[src/shared/tprb_pkg.sv]
// register map, field positions and reset values of the pll register bank
// assumes an 11-bit byte-wide reconfiguration address space
package tprb_pkg;
	localparam int          ADDR_W          = 11;
	localparam int          DATA_W          = 8;
	localparam logic [10:0] OFS_ARB         = 11'h000;
	localparam logic [10:0] OFS_CAL         = 11'h100;
	localparam logic [10:0] OFS_ID0         = 11'h400;
	localparam logic [10:0] OFS_ID1         = 11'h401;
	localparam logic [10:0] OFS_ID2         = 11'h402;
	localparam logic [10:0] OFS_ID3         = 11'h403;
	localparam logic [10:0] OFS_STAT_EN     = 11'h404;
	localparam logic [10:0] OFS_CTRL_EN     = 11'h405;
	localparam logic [10:0] OFS_MCG_EN      = 11'h410;
	localparam logic [10:0] OFS_STATUS      = 11'h480;
	localparam logic [10:0] OFS_PDN         = 11'h4E0;
	localparam int          BIT_ARB_OWNER   = 0;
	localparam int          BIT_CAL_DONE    = 1;
	localparam int          BIT_TUNE_EN     = 0;
	localparam int          BIT_RECFG_REQ   = 1;
	localparam int          BIT_PRESENT     = 0;
	localparam int          BIT_LOCKED      = 0;
	localparam int          BIT_CAL_BUSY    = 1;
	localparam int          BIT_BUS_BUSY    = 2;
	localparam int          BIT_PDN_VAL     = 0;
	localparam int          BIT_PDN_OVR     = 1;
	localparam logic        RST_ARB_OWNER   = 1'b0;
	localparam logic        RST_TUNE_EN     = 1'b0;
	localparam logic        RST_RECFG_REQ   = 1'b0;
	localparam logic        RST_PDN_VAL     = 1'b0;
	localparam logic        RST_PDN_OVR     = 1'b0;
	localparam logic [7:0]  RST_RDATA       = 8'h00;
endpackage : tprb_pkg

[src/shared/tprb_ctl_if.sv]
// write strobes and data travelling from the bus front end to the pll control module, and its control bits back
// assumes both ends share the register clock
`timescale 1ns/1ps
interface tprb_ctl_if;
	logic wr_arb;
	logic wr_cal;
	logic wr_pdn;
	logic [7:0] wdata;
	logic arb_owner;
	logic tune_en;
	logic recfg_req;
	logic pdn_val;
	logic pdn_ovr;
	modport front (output wr_arb, output wr_cal, output wr_pdn, output wdata,
		input arb_owner, input tune_en, input recfg_req, input pdn_val, input pdn_ovr);
	modport ctl (input wr_arb, input wr_cal, input wr_pdn, input wdata,
		output arb_owner, output tune_en, output recfg_req, output pdn_val, output pdn_ovr);
endinterface : tprb_ctl_if

[src/logic/tprb_decode.sv]
// write strobe decoder for the writable registers
// assumes the address and write strobe are synchronous to ref_clk_i
`timescale 1ns/1ps
module tprb_decode
	import tprb_pkg::*;
(
	input  wire logic [ADDR_W-1:0] addr_i,
	input  wire logic              write_i,
	input  wire logic [DATA_W-1:0] wdata_i,
	tprb_ctl_if.front              ctl
);
	always_comb
	begin
		ctl.wr_arb = write_i && (addr_i == OFS_ARB);
		ctl.wr_cal = write_i && (addr_i == OFS_CAL);
		ctl.wr_pdn = write_i && (addr_i == OFS_PDN);
		ctl.wdata  = wdata_i;
	end
endmodule : tprb_decode

[src/logic/tprb_ctl.sv]
// writable control bits of the bank
// assumes write strobes already qualified with the clock enable
`timescale 1ns/1ps
module tprb_ctl
	import tprb_pkg::*;
(
	input  wire logic ref_clk_i,
	input  wire logic reset_n_i,
	input  wire logic clk_en_i,
	tprb_ctl_if.ctl   ctl
);
	typedef struct packed {
		logic arb_owner;
		logic tune_en;
		logic recfg_req;
		logic pdn_val;
		logic pdn_ovr;
	} tprb_ctl_t;

	tprb_ctl_t st_reg;
	tprb_ctl_t st_next;

	always_comb
	begin
		st_next = st_reg;
		if (ctl.wr_arb)
			st_next.arb_owner = ctl.wdata[BIT_ARB_OWNER];
		if (ctl.wr_cal)
		begin
			st_next.tune_en   = ctl.wdata[BIT_TUNE_EN];
			st_next.recfg_req = ctl.wdata[BIT_RECFG_REQ];
		end
		if (ctl.wr_pdn)
		begin
			st_next.pdn_val = ctl.wdata[BIT_PDN_VAL];
			st_next.pdn_ovr = ctl.wdata[BIT_PDN_OVR];
		end
	end

	always_ff @(posedge ref_clk_i or negedge reset_n_i)
	begin
		if (!reset_n_i)
			st_reg <= '{RST_ARB_OWNER, RST_TUNE_EN, RST_RECFG_REQ, RST_PDN_VAL, RST_PDN_OVR};
		else if (clk_en_i)
			st_reg <= st_next;
	end

	assign ctl.arb_owner = st_reg.arb_owner;
	assign ctl.tune_en   = st_reg.tune_en;
	assign ctl.recfg_req = st_reg.recfg_req;
	assign ctl.pdn_val   = st_reg.pdn_val;
	assign ctl.pdn_ovr   = st_reg.pdn_ovr;
endmodule : tprb_ctl

[src/logic/tprb_bank.sv]
// top of the transmit pll register bank, reached over the reconfiguration port
// assumes a single-cycle write strobe and a read strobe answered one cycle later
// Function
// - arbitration bit: 0 gives bus to user, 1 to calibration engine
// - calibration-done bit reads as inverse of calibration busy
// - tuning enable bit switches pll calibration on or off
// - reconfiguration request bit asks engine for reconfiguration mode
// - 32-bit instance identifier readable as four bytes, low byte first
// - capability bit shows status registers present
// - capability bit shows control registers present
// - capability bit shows master clock generation block enabled
// - status bit reads 1 while pll is locked
// - status bit reads 1 while pll is being calibrated
// - bus-busy bit reads 1 while calibration engine owns bus
// - powerdown register bit drives pll powerdown when override set
// - override bit selects powerdown from register or from input port
// - bank reachable only through the reconfiguration port
`timescale 1ns/1ps
module tprb_bank
	import tprb_pkg::*;
#(
	parameter logic [31:0] INSTANCE_ID     = 32'h0000_0001, // arbitrary value
	parameter logic        STATUS_REGS_EN  = 1'b1,
	parameter logic        CONTROL_REGS_EN = 1'b1,
	parameter logic        MCGB_EN         = 1'b0
)
(
	input  wire logic                     ref_clk_i,
	input  wire logic                     reset_n_i,
	input  wire logic                     clk_en_i,
	input  wire logic [tprb_pkg::ADDR_W-1:0] addr_i,
	input  wire logic                     write_i,
	input  wire logic                     read_i,
	input  wire logic [tprb_pkg::DATA_W-1:0] wdata_i,
	output logic      [tprb_pkg::DATA_W-1:0] rdata_o,
	output logic                          rvalid_o,
	input  wire logic                     cal_busy_i,
	input  wire logic                     engine_owns_i,
	input  wire logic                     pll_locked_i,
	input  wire logic                     pdn_port_i,
	output logic                          engine_req_o,
	output logic                          tune_enable_o,
	output logic                          recfg_req_o,
	output logic                          pll_powerdown_o
);
	import tprb_pkg::*;

	typedef struct packed {
		logic [7:0] rdata;
		logic       rvalid;
		logic       engine_req;
		logic       tune_en;
		logic       recfg_req;
		logic       pdn;
	} tprb_top_t;

	tprb_top_t  st_reg;
	tprb_top_t  st_next;
	logic [7:0] wdata_q;
	logic       wr_q;
	logic       rd_q;

	tprb_ctl_if cif ();

	////////////////////////////////////////////////////////////////////////////
	// write path: everything writable travels only over this port
	assign wr_q    = write_i && clk_en_i;
	assign rd_q    = read_i && clk_en_i;
	assign wdata_q = wdata_i;

	tprb_decode u_decode (
		.addr_i  (addr_i),
		.write_i (wr_q),
		.wdata_i (wdata_q),
		.ctl     (cif.front)
	);

	tprb_ctl u_ctl (
		.ref_clk_i (ref_clk_i),
		.reset_n_i (reset_n_i),
		.clk_en_i  (clk_en_i),
		.ctl       (cif.ctl)
	);

	////////////////////////////////////////////////////////////////////////////
	// read mux; unmapped offsets read zero, unlisted bits read zero so that a
	// read-modify-write by the master puts back what it found
	function automatic logic [7:0] read_mux(input logic [ADDR_W-1:0] a);
		logic [7:0] d;
		d = 8'h00;
		unique case (a)
			OFS_ARB:
			begin
				d[BIT_ARB_OWNER] = cif.arb_owner;
				d[BIT_CAL_DONE]  = ~cal_busy_i;
			end
			OFS_CAL:
			begin
				d[BIT_TUNE_EN]   = cif.tune_en;
				d[BIT_RECFG_REQ] = cif.recfg_req;
			end
			OFS_ID0:     d = INSTANCE_ID[7:0];
			OFS_ID1:     d = INSTANCE_ID[15:8];
			OFS_ID2:     d = INSTANCE_ID[23:16];
			OFS_ID3:     d = INSTANCE_ID[31:24];
			OFS_STAT_EN: d[BIT_PRESENT] = STATUS_REGS_EN;
			OFS_CTRL_EN: d[BIT_PRESENT] = CONTROL_REGS_EN;
			OFS_MCG_EN:  d[BIT_PRESENT] = MCGB_EN;
			OFS_STATUS:
			begin
				d[BIT_LOCKED]   = pll_locked_i;
				d[BIT_CAL_BUSY] = cal_busy_i;
				d[BIT_BUS_BUSY] = engine_owns_i;
			end
			OFS_PDN:
			begin
				d[BIT_PDN_VAL] = cif.pdn_val;
				d[BIT_PDN_OVR] = cif.pdn_ovr;
			end
			default:     d = 8'h00;
		endcase
		return d;
	endfunction : read_mux

	always_comb
	begin
		st_next            = st_reg;
		st_next.rvalid     = rd_q;
		if (rd_q)
			st_next.rdata = read_mux(addr_i);
		st_next.engine_req = cif.arb_owner;
		st_next.tune_en    = cif.tune_en;
		st_next.recfg_req  = cif.recfg_req;
		st_next.pdn        = cif.pdn_ovr ? cif.pdn_val : pdn_port_i;
	end

	always_ff @(posedge ref_clk_i or negedge reset_n_i)
	begin
		if (!reset_n_i)
			st_reg <= '{RST_RDATA, 1'b0, RST_ARB_OWNER, RST_TUNE_EN, RST_RECFG_REQ, RST_PDN_VAL};
		else if (clk_en_i)
			st_reg <= st_next;
	end

	assign rdata_o         = st_reg.rdata;
	assign rvalid_o        = st_reg.rvalid;
	assign engine_req_o    = st_reg.engine_req;
	assign tune_enable_o   = st_reg.tune_en;
	assign recfg_req_o     = st_reg.recfg_req;
	assign pll_powerdown_o = st_reg.pdn;

	////////////////////////////////////////////////////////////////////////////
	// checks
	a_arb_write_owner: assert property (@(posedge ref_clk_i) disable iff (!reset_n_i)
		(clk_en_i && write_i && addr_i == OFS_ARB) ##1 clk_en_i
		|=> engine_req_o == $past(wdata_i[BIT_ARB_OWNER], 2))
		else $error("arbitration output does not follow written bit");
	a_arb_readback: assert property (@(posedge ref_clk_i) disable iff (!reset_n_i)
		(rd_q && addr_i == OFS_ARB) |=> rdata_o[BIT_ARB_OWNER] == $past(cif.arb_owner))
		else $error("arbitration bit reads back wrong");
	a_cal_done_inv: assert property (@(posedge ref_clk_i) disable iff (!reset_n_i)
		(rd_q && addr_i == OFS_ARB) |=> rdata_o[BIT_CAL_DONE] == !$past(cal_busy_i))
		else $error("calibration done is not inverse of busy");
	a_tune_write: assert property (@(posedge ref_clk_i) disable iff (!reset_n_i)
		(clk_en_i && write_i && addr_i == OFS_CAL) ##1 clk_en_i
		|=> tune_enable_o == $past(wdata_i[BIT_TUNE_EN], 2))
		else $error("tuning enable does not follow write");
	a_recfg_write: assert property (@(posedge ref_clk_i) disable iff (!reset_n_i)
		(clk_en_i && write_i && addr_i == OFS_CAL) ##1 clk_en_i
		|=> recfg_req_o == $past(wdata_i[BIT_RECFG_REQ], 2))
		else $error("reconfiguration request does not follow write");
	a_cal_readback: assert property (@(posedge ref_clk_i) disable iff (!reset_n_i)
		(rd_q && addr_i == OFS_CAL) |=> rdata_o ==
		{6'h00, $past(cif.recfg_req), $past(cif.tune_en)})
		else $error("calibration control reads back wrong");
	a_id_low_byte: assert property (@(posedge ref_clk_i) disable iff (!reset_n_i)
		(rd_q && addr_i == OFS_ID0) |=> rdata_o == INSTANCE_ID[7:0])
		else $error("identifier low byte wrong");
	a_id_byte_one: assert property (@(posedge ref_clk_i) disable iff (!reset_n_i)
		(rd_q && addr_i == OFS_ID1) |=> rdata_o == INSTANCE_ID[15:8])
		else $error("identifier byte one wrong");
	a_id_byte_two: assert property (@(posedge ref_clk_i) disable iff (!reset_n_i)
		(rd_q && addr_i == OFS_ID2) |=> rdata_o == INSTANCE_ID[23:16])
		else $error("identifier byte two wrong");
	a_id_high_byte: assert property (@(posedge ref_clk_i) disable iff (!reset_n_i)
		(rd_q && addr_i == OFS_ID3) |=> rdata_o == INSTANCE_ID[31:24])
		else $error("identifier high byte wrong");
	a_stat_present: assert property (@(posedge ref_clk_i) disable iff (!reset_n_i)
		(rd_q && addr_i == OFS_STAT_EN) |=> rdata_o == {7'h00, STATUS_REGS_EN})
		else $error("status capability bit wrong");
	a_ctrl_present: assert property (@(posedge ref_clk_i) disable iff (!reset_n_i)
		(rd_q && addr_i == OFS_CTRL_EN) |=> rdata_o == {7'h00, CONTROL_REGS_EN})
		else $error("control capability bit wrong");
	a_mcgb_present: assert property (@(posedge ref_clk_i) disable iff (!reset_n_i)
		(rd_q && addr_i == OFS_MCG_EN) |=> rdata_o == {7'h00, MCGB_EN})
		else $error("clock generation capability bit wrong");
	a_status_bits: assert property (@(posedge ref_clk_i) disable iff (!reset_n_i)
		(rd_q && addr_i == OFS_STATUS) |=> rdata_o[2:0] ==
		{$past(engine_owns_i), $past(cal_busy_i), $past(pll_locked_i)})
		else $error("status register does not show pll state");
	a_pdn_source: assert property (@(posedge ref_clk_i) disable iff (!reset_n_i)
		clk_en_i |=> pll_powerdown_o == ($past(cif.pdn_ovr) ? $past(cif.pdn_val)
		: $past(pdn_port_i)))
		else $error("powerdown source selection wrong");
	a_pdn_readback: assert property (@(posedge ref_clk_i) disable iff (!reset_n_i)
		(rd_q && addr_i == OFS_PDN) |=> rdata_o ==
		{6'h00, $past(cif.pdn_ovr), $past(cif.pdn_val)})
		else $error("powerdown control reads back wrong");
	a_rvalid_pulse: assert property (@(posedge ref_clk_i) disable iff (!reset_n_i)
		clk_en_i |=> rvalid_o == $past(rd_q))
		else $error("read answer not one cycle after request");
endmodule : tprb_bank

[config.mk]
export PLATFORM = sky130hd
export DESIGN_NAME = tprb_bank
export DESIGN_NICKNAME = d
export VERILOG_FILES = /design/src/shared/tprb_pkg.sv /design/src/shared/tprb_ctl_if.sv /design/src/logic/tprb_decode.sv /design/src/logic/tprb_ctl.sv /design/src/logic/tprb_bank.sv
export SDC_FILE = /design/constraint.sdc
export NUM_CORES = 1
export LEC_CHECK = 0
export BUFFER_PORTS_ARGS = -buffer_cell sky130_fd_sc_hd__buf_4
export CORE_MARGIN = 4
export CORE_UTILIZATION = 41
export CTS_CLUSTER_DIAMETER = 40
export DETAILED_ROUTE_END_ITERATION = 6
export PLACE_DENSITY = 0.76
export RECOVER_POWER = 25
export SYNTH_ARGS = -nofsm -noshare
export SYNTH_HDL_FRONTEND = slang
export SYNTH_SLANG_ARGS = --single-unit
[constraint.sdc]
create_clock -name ref_clk_i -period 1.1 [get_ports ref_clk_i]
set_input_delay 0.11 -clock ref_clk_i [delete_from_list [all_inputs] [get_ports ref_clk_i]]
set_output_delay 0.11 -clock ref_clk_i [all_outputs]
set_load 0.1 [all_outputs]
# Word level (Yosys, flattened, before mapping)
# Index checks and enable logic that the tools add are counted.
dict set report classes {
  n_addsub 0
  mul 0
  eq_ne 6
  n_lt_le_gt_ge 0
  n_reduce_logical 11
  mux 4
  n_div 0
  bitwise_logic 1
  n_shift 0
}
# operator count
set ops {}
lappend ops {{$eq 11x11->1 const B} 5}
lappend ops {{$eq 11x9->1 const B} 1}
lappend ops {{$logic_not 11->1} 1}
lappend ops {{$reduce_and 2->1} 4}
lappend ops {{$logic_and 1x1->1} 5}
lappend ops {{$pmux 1 s5} 1}
lappend ops {{$pmux 1 s4} 1}
lappend ops {{$reduce_or 3->1} 1}
lappend ops {{$mux 1} 2}
lappend ops {{$not 1->1} 1}
dict set report word_totals {
  memories 0
  elab_cells 33
  rom_bits 0
  input_bits 28
  ram_bits 0
  latchBits 0
  register_bits 13
}

# Depth between registers and ports, before layout
# Gate-level depths: netlist (run 1).
dict set report depth {
  word_depth 3
  depth_mapped 4
  depth_no_buf 4
}

# Hierarchy
# From an unflattened synthesis (run 1), not the netlist that was laid out.
dict set report unflattened {
  cells_unflattened 81
  area_unflattened_um2 795.8
}
# module seq_area_each_um2 area_each_um2 cells_per_inst n_inst
set modules_own_cells {}
lappend modules_own_cells {tprb_bank 200.2 480.5 52 1}
lappend modules_own_cells {tprb_ctl 125.1 192.7 13 1}
lappend modules_own_cells {tprb_decode 0.0 122.6 16 1}

# Least setup slack after synthesis (run 1)
# Ideal clock, no wire load.
dict set report synth_timing {
  kind {input -> register}
  start {input port addr_i[3] (netlist bit)}
  end {register u_ctl.st_reg (netlist bit u_ctl.ctl.pdn_ovr)}
  setup_slack_ns -0.506
  path_stages 4
  arrival_time_ns 1.481
  cell_sequence {or4_4 > and4bb_2 > and3_4 > mux2_4}
}
dict set report synth_between {
  elab_chain_len 3
}
# item line
set synth_lines {}
lappend synth_lines {{start, declared} tprb_bank.sv:31} ;# input wire logic [tprb_pkg::ADDR_W-1:0] addr_i,
lappend synth_lines {{$eq 11x11->1} tprb_decode.sv:16} ;# ctl.wr_pdn = write_i && (addr_i == OFS_PDN);
lappend synth_lines {{$logic_and 1x1->1} tprb_decode.sv:16}
lappend synth_lines {{$reduce_and 2->1 (no source line)} --}
lappend synth_lines {{end signal, assigned} tprb_ctl.sv:43} ;# st_reg <= '{RST_ARB_OWNER, RST_TUNE_EN, RST_RECFG_REQ, RST_PDN_VAL, RST_PDN_OVR};
lappend synth_lines {{end signal, assigned} tprb_ctl.sv:45} ;# st_reg <= st_next;
lappend synth_lines {{end, declared} tprb_ctl.sv:20} ;# tprb_ctl_t st_reg;
# No other way between the ends.
# A chain may end at the register's enable or synchronous reset.

# Final worst setup path (run 1)
dict set report layout_timing {
  start {input port addr_i[0] (netlist bit)}
  end {register u_ctl.st_reg (netlist bit u_ctl.ctl.pdn_val)}
}
# The elaborated chain is that of the path after synthesis.

==> qor.yml, run 1 <==
power.switching_mw: 0.419
met3_usage: 0.0673
critPathSlowestCell: "or4_4"
criticalPathCategory: "input port to flip-flop"
finalCritPeriodShare: 1.26
netlist_instances: 64
use_met2: 0.248
antenna_found_initial: 0
crit_fanout: 2
grt_pass1_vias: 621
internal_power_mw: 0.749
cp_slowest_stage_delay_ps: 530
cts_buffers: 3
drt_first_pass_iters: 4
routed_wl_um: 1670
comb_power_share: 0.320
io_buffers: 29
final_layout_size_suffix_gt1_frac: 0.555
remaining_drc_errors: 0
antennaDiodeCount: 0
rows: 14
wl_per_cell_um: 13.3
synth_area_leaders: "dfrtp_1 47%, mux2_2 6.4%, buf_4 5.4%"
io_pins: 41
path_clk_slew_ps: 80
drv_cap: 0
hpwl_um: 1350
routed_via_density: 4.99
htreeDepth: 1
vias: 629
clock_path_buffers: 2
vdd_drop_max_mv: 0.722
grt_max_degree: 14
die_area_um2: 2430
clock_power_share: 0.249
start_kind: "input port"
max_slew_margin: 0.545
preCtsSetupSlack_ps: -595
cts-root-buf: "clkbuf_4"
p_leak_nw: 0.536
drt_iter0_markers: 6
clock_sinks: 13
layout_min_cycle_time_ps: 1380
start_util: 0.449
track_usage: 0.145
ys_ff_latch: 13
area_growth_pct: 53.1
fin_ws_ps: -283
violations: "negative setup slack"
synth_top_cell_area_share: 0.465
gr-max-usage-layer: "met2"
path_cells: "buf_6 > or4_4 > and4bb_2 > and3_4 > mux2_4"
grt_pass1_wl_um: 2730
die_h_um: 49.3
ys.warnings.count: 0
grtUsageMet1: 0.171
ys_seq_area_frac: 0.465
gp_congestion: 0.771
tightestPinTransition_ps: 682
rsz0062_at_grt: "true"
antenna_left: 0
p_per_area_nw_per_um2: 1090
power.total_mw: 1.17
fin_skew_ps: 0.666
die_width_um: 49.3
slew_violations: 0
critPathRequiredTime_ps: 1260
final_util: 0.687
setup_violations: 8
avgSynthCellArea_um2: 10.9
ys_types: 26
holdCritPathClass: "input port to flip-flop"
cp.arrival_ps: 1550
synth_top_cell_by_area: "dfrtp_1"
clk_latency_ps: 270
syn_area_um2: 699
cp-end-kind: "flip-flop"
finalHoldViolCount: 0
cts_tree: "done"
swShare: 0.358
num-nets-final: 139
outcome: "finished with violations"
coreArea_um2: 1560
seqPwrFrac: 0.431
grt_overflow: 0
max_freq_ghz: 0.723
## repair_timing
action,4_1_cts,5_1_grt
gates resized for setup,3,2
buffers inserted,3,2
pin swaps,4,5
hold endpoints to repair,13,0
setup endpoints to repair,8,8
hold buffers,1,0
## logic make-up after synthesis
kind of cell	synth area share
simple gates	0.186
flops	0.465
compound gates	0.104
mux	0.170
buf+inv	0.0698
other cells	0.00536
## path summary, 6_finish.rpt
kind | from | to | slack (ps) | cells after the start
setup / recovery | addr_i[0] | u_ctl.ctl.pdn_val | -280 | 5
hold / removal | wdata_i[1] | u_ctl.ctl.recfg_req | 60 | 2
setup reg to reg | u_ctl.ctl.tune_en | rdata_o[0] | 50 | 3
hold reg to reg | rdata_o[2] | rdata_o[2] | 490 | 2
max in group asynchronous | reset_n_i | engine_req_o | 240 | 2
min in group asynchronous | reset_n_i | u_ctl.ctl.pdn_val | 380 | 2
## area by class of cell
class	count	area, um^2
fillers	127	488
multi-input cells	47	345
repair buffers	44	340
flip-flops and latches	13	332
clock buffers	4	26.3
well taps	16	20.0
inverters	2	7.51
## stage by stage
stage / instance area (um^2) / std cells / TNS, ps / hold slack, ps
floorplan: 721 / 68 / -2500 / -186
global placement: 1000 / 118 / -3680 / -40.6
CTS: 1060 / 125 / -1580 / 60.0
finish: 1070 / 126 / -1590 / 64.2
detailed placement: 1000 / 118 / -3890 / -37.3
global route: 1070 / 126 / -1860 / 52.3
## layout by cell type, fill, tap and decap left out, types with 4 or more instances in the layout
cell type	netlist	final
conb_1	1	5
a31oi_1	5	5
dfrtp_1	13	8
mux2_2	4	4
buf_4	5	39
dfrtp_2	0	5
## synthesized netlist by cell type
master	instances
nor4_1	1
nor2_1	3
clkbuf_1	1
o21ai_0	2
a31oi_1	5
and4b_1	1
nor3_2	1
buf_4	5
mux2_4	2
mux2i_1	1
o21ai_1	1
dfrtp_1	13
nand2_1	3
inv_1	2
and3_4	1
mux2_1	3
and2_1	2
nor3b_1	1
nand3_1	4
conb_1	1
o2111a_1	1
or4_4	1
mux2_2	4
a21oi_1	3
and4bb_2	1
nand4_1	1
## flip-flops by register name (all words and copies together), names as in the netlist
name and flops:
engine_req_o 1, pll_powerdown_o 1, rdata_o 3, recfg_req_o 1
rvalid_o 1, tune_enable_o 1, u_ctl.ctl.arb_owner 1, u_ctl.ctl.pdn_ovr 1
u_ctl.ctl.pdn_val 1, u_ctl.ctl.recfg_req 1, u_ctl.ctl.tune_en 1
## worst max-delay path: cells and delay by family
kind,cells,cell delay [ps]
buf+inv,1,90
mux,1,290
simple gates,3,1040
## metal layers
metal	routed length, um	part of all wire
met1	698	0.42
met2	850	0.51
met3	121	0.072
met4	0	0
met5	0	0
## power groups by stage
stage | Clock, mW | Sequential (mW) | Combinational (mW)
finish | 0.291 | 0.503 | 0.374
global route | 0.322 | 0.506 | 0.394
detailed placement | 0 | 0.513 | 0.365
floorplan | 0 | 0.629 | 0.128
global placement | 0 | 0.512 | 0.361
CTS | 0.300 | 0.504 | 0.374
Note: power is estimated with default switching activity, not from simulation.
==> run 2, diff against run 1 <==
--- a/config.mk
+++ b/config.mk
@@ -5,12 +5,15 @@
 export SDC_FILE = /design/constraint.sdc
 export NUM_CORES = 1
 export LEC_CHECK = 0
+export ABC_CLOCK_PERIOD_IN_PS = 1100
 export BUFFER_PORTS_ARGS = -buffer_cell sky130_fd_sc_hd__buf_4
+export CELL_PAD_IN_SITES_DETAIL_PLACEMENT = 0
+export CELL_PAD_IN_SITES_GLOBAL_PLACEMENT = 1
 export CORE_MARGIN = 4
-export CORE_UTILIZATION = 41
+export CORE_UTILIZATION = 30
 export CTS_CLUSTER_DIAMETER = 40
 export DETAILED_ROUTE_END_ITERATION = 6
-export PLACE_DENSITY = 0.76
+export PLACE_DENSITY_LB_ADDON = 0.1
 export RECOVER_POWER = 25
 export SYNTH_ARGS = -nofsm -noshare
 export SYNTH_HDL_FRONTEND = slang
==> qor.yml, run 2 (synthesis gave the netlist of run 1 again) <==
grt_max_degree: 14
wl_per_cell_um: 12.3
io_buffers: 29
layout_commonest_cell: "buf_4"
drt_iter0_markers: 4
vdd_drop_max_mv: 0.923
final_layout_size_suffix_gt1_frac: 0.556
hold_end: "u_ctl.ctl.recfg_req"
clk_latency_ps: 270
r2r_slack_ps: 30
multi_input_area_um2: 350
routed_wl_um: 1670
largest_reg_flops: 3
grt_pass1_wl_um: 2850
holdCritPathClass: "input port to flip-flop"
cts_tree: "done"
gp_congestion: 0.703
antenna_found_initial: 0
cts-root-buf: "clkbuf_4"
die_h_um: 56.3
tns_ps: -1540
remaining_drc_errors: 0
finalCritPeriodShare: 1.25
drv_cap: 0
r2r_cells: 3
layout_min_cycle_time_ps: 1370
max_freq_ghz: 0.729
hp-start: "wdata_i[1]"
clock_sinks: 13
regArea_um2: 332
fill_cells: 232
die_width_um: 56.3
setup_violations: 8
hold_ws_ps: 67.0
cp-end-kind: "flip-flop"
io_pins: 41
antenna_left: 0
rows: 17
cp.arrival_ps: 1530
die_area_um2: 3170
vias: 620
start_kind: "input port"
final_cell_mix: "36 x buf_4, 8 x dfrtp_1, 5 x a31oi_1, 5 x conb_1, 5 x dfrtp_2"
rsz0062_at_grt: "true"
worstHoldPathCells: 2
routed_via_density: 4.56
grt_overflow: 0
track_usage: 0.113
criticalPathCategory: "input port to flip-flop"
critPathSlowestCell: "or4_4"
critPathRequiredTime_ps: 1260
num-nets-final: 137
slew_violations: 0
cts_buffers: 3
preCtsSetupSlack_ps: -595
htreeDepth: 1
cp_slowest_stage_delay_ps: 530
drt_first_pass_iters: 4
coreArea_um2: 2210
start_util: 0.316
finalHoldViolCount: 0
grt_pass1_vias: 652
antennaDiodeCount: 0
area_growth_pct: 54.4
timing.rr.end: "rdata_o[0]"
crit_fanout: 2
r2r-start: "u_ctl.ctl.tune_en"
tightestPinTransition_ps: 695
outcome: "finished with violations"
clock_path_buffers: 2
path_clk_slew_ps: 80
hpwl_um: 1410
fin_skew_ps: 3.04
violations: "negative setup slack"
fin_ws_ps: -271
max_slew_margin: 0.537
p_leak_nw: 0.528
p_per_area_nw_per_um2: 1080
path_cells: "buf_6 > or4_4 > and4bb_2 > and3_4 > mux2_4"
run 2: cell count changes in the layout (fill, tap and decap cells not counted):
cell	before	now
nand3_1	3	2
buf_6	3	4
nand3_2	1	2
buf_4	39	36
run 2: timing repair:
item	in CTS	in global routing
hold endpoints to repair	13	0
gates resized for setup	3	4
endpoints found under the setup margin	8	8
pin swaps	4	5
hold buffers	1	0
buffers inserted	1	1
run 2: worst max-delay path by stage:
| stage | slack [ps] | to | cells after the start | startpoint |
|---|---|---|---|---|
| 5_1_grt | -280 | u_ctl.ctl.pdn_ovr | 5 | addr_i[3] |
| 6_report | -270 | u_ctl.ctl.pdn_val | 5 | addr_i[3] |
| 3_3_place_gp | -570 | u_ctl.ctl.pdn_val | 5 | addr_i[3] |
| 4_1_cts | -280 | u_ctl.ctl.pdn_val | 5 | addr_i[0] |
| 3_5_place_dp | -590 | u_ctl.ctl.pdn_val | 5 | addr_i[3] |
| 2_1_floorplan | -490 | u_ctl.ctl.pdn_ovr | 4 | addr_i[3] |
run 2: routing by layer:
layer	track usage	wire length (um)
met5	0	0
met4	0.0203	13
met3	0.0483	112
met2	0.199	853
met1	0.129	687
run 2: worst max-delay path, delay by kind of cell:
kind / cells / cell delay (ps)
AND/OR/NAND/NOR: 3 / 1040
multiplexers: 1 / 290
buffers and inverters: 1 / 90
run 2: per-stage QoR:
stage	instance area, um^2	std cells	power, mW	utilization
final	1080	136	1.16	0.488
after global routing	1080	136	1.22	0.488
after CTS	1070	136	1.18	0.484
after detailed placement	1010	130	0.880	0.459
after global placement	1010	130	0.877	0.459
after floorplan	721	68	0.757	-
run 2: layout make-up:
class / instances / area share
well taps: 28 / 0.0324
multi-input cells: 47 / 0.324
clock buffers: 4 / 0.0243
flip-flops and latches: 13 / 0.307
inverters: 2 / 0.00695
repair buffers: 42 / 0.305
run 2: where the power goes:
part	internal [mW]	leakage (nW)	switching, mW	total, mW
combinational	0.111	0.347	0.259	0.370
sequential	0.495	0.166	0.00850	0.503
clock	0.140	0.0150	0.151	0.292
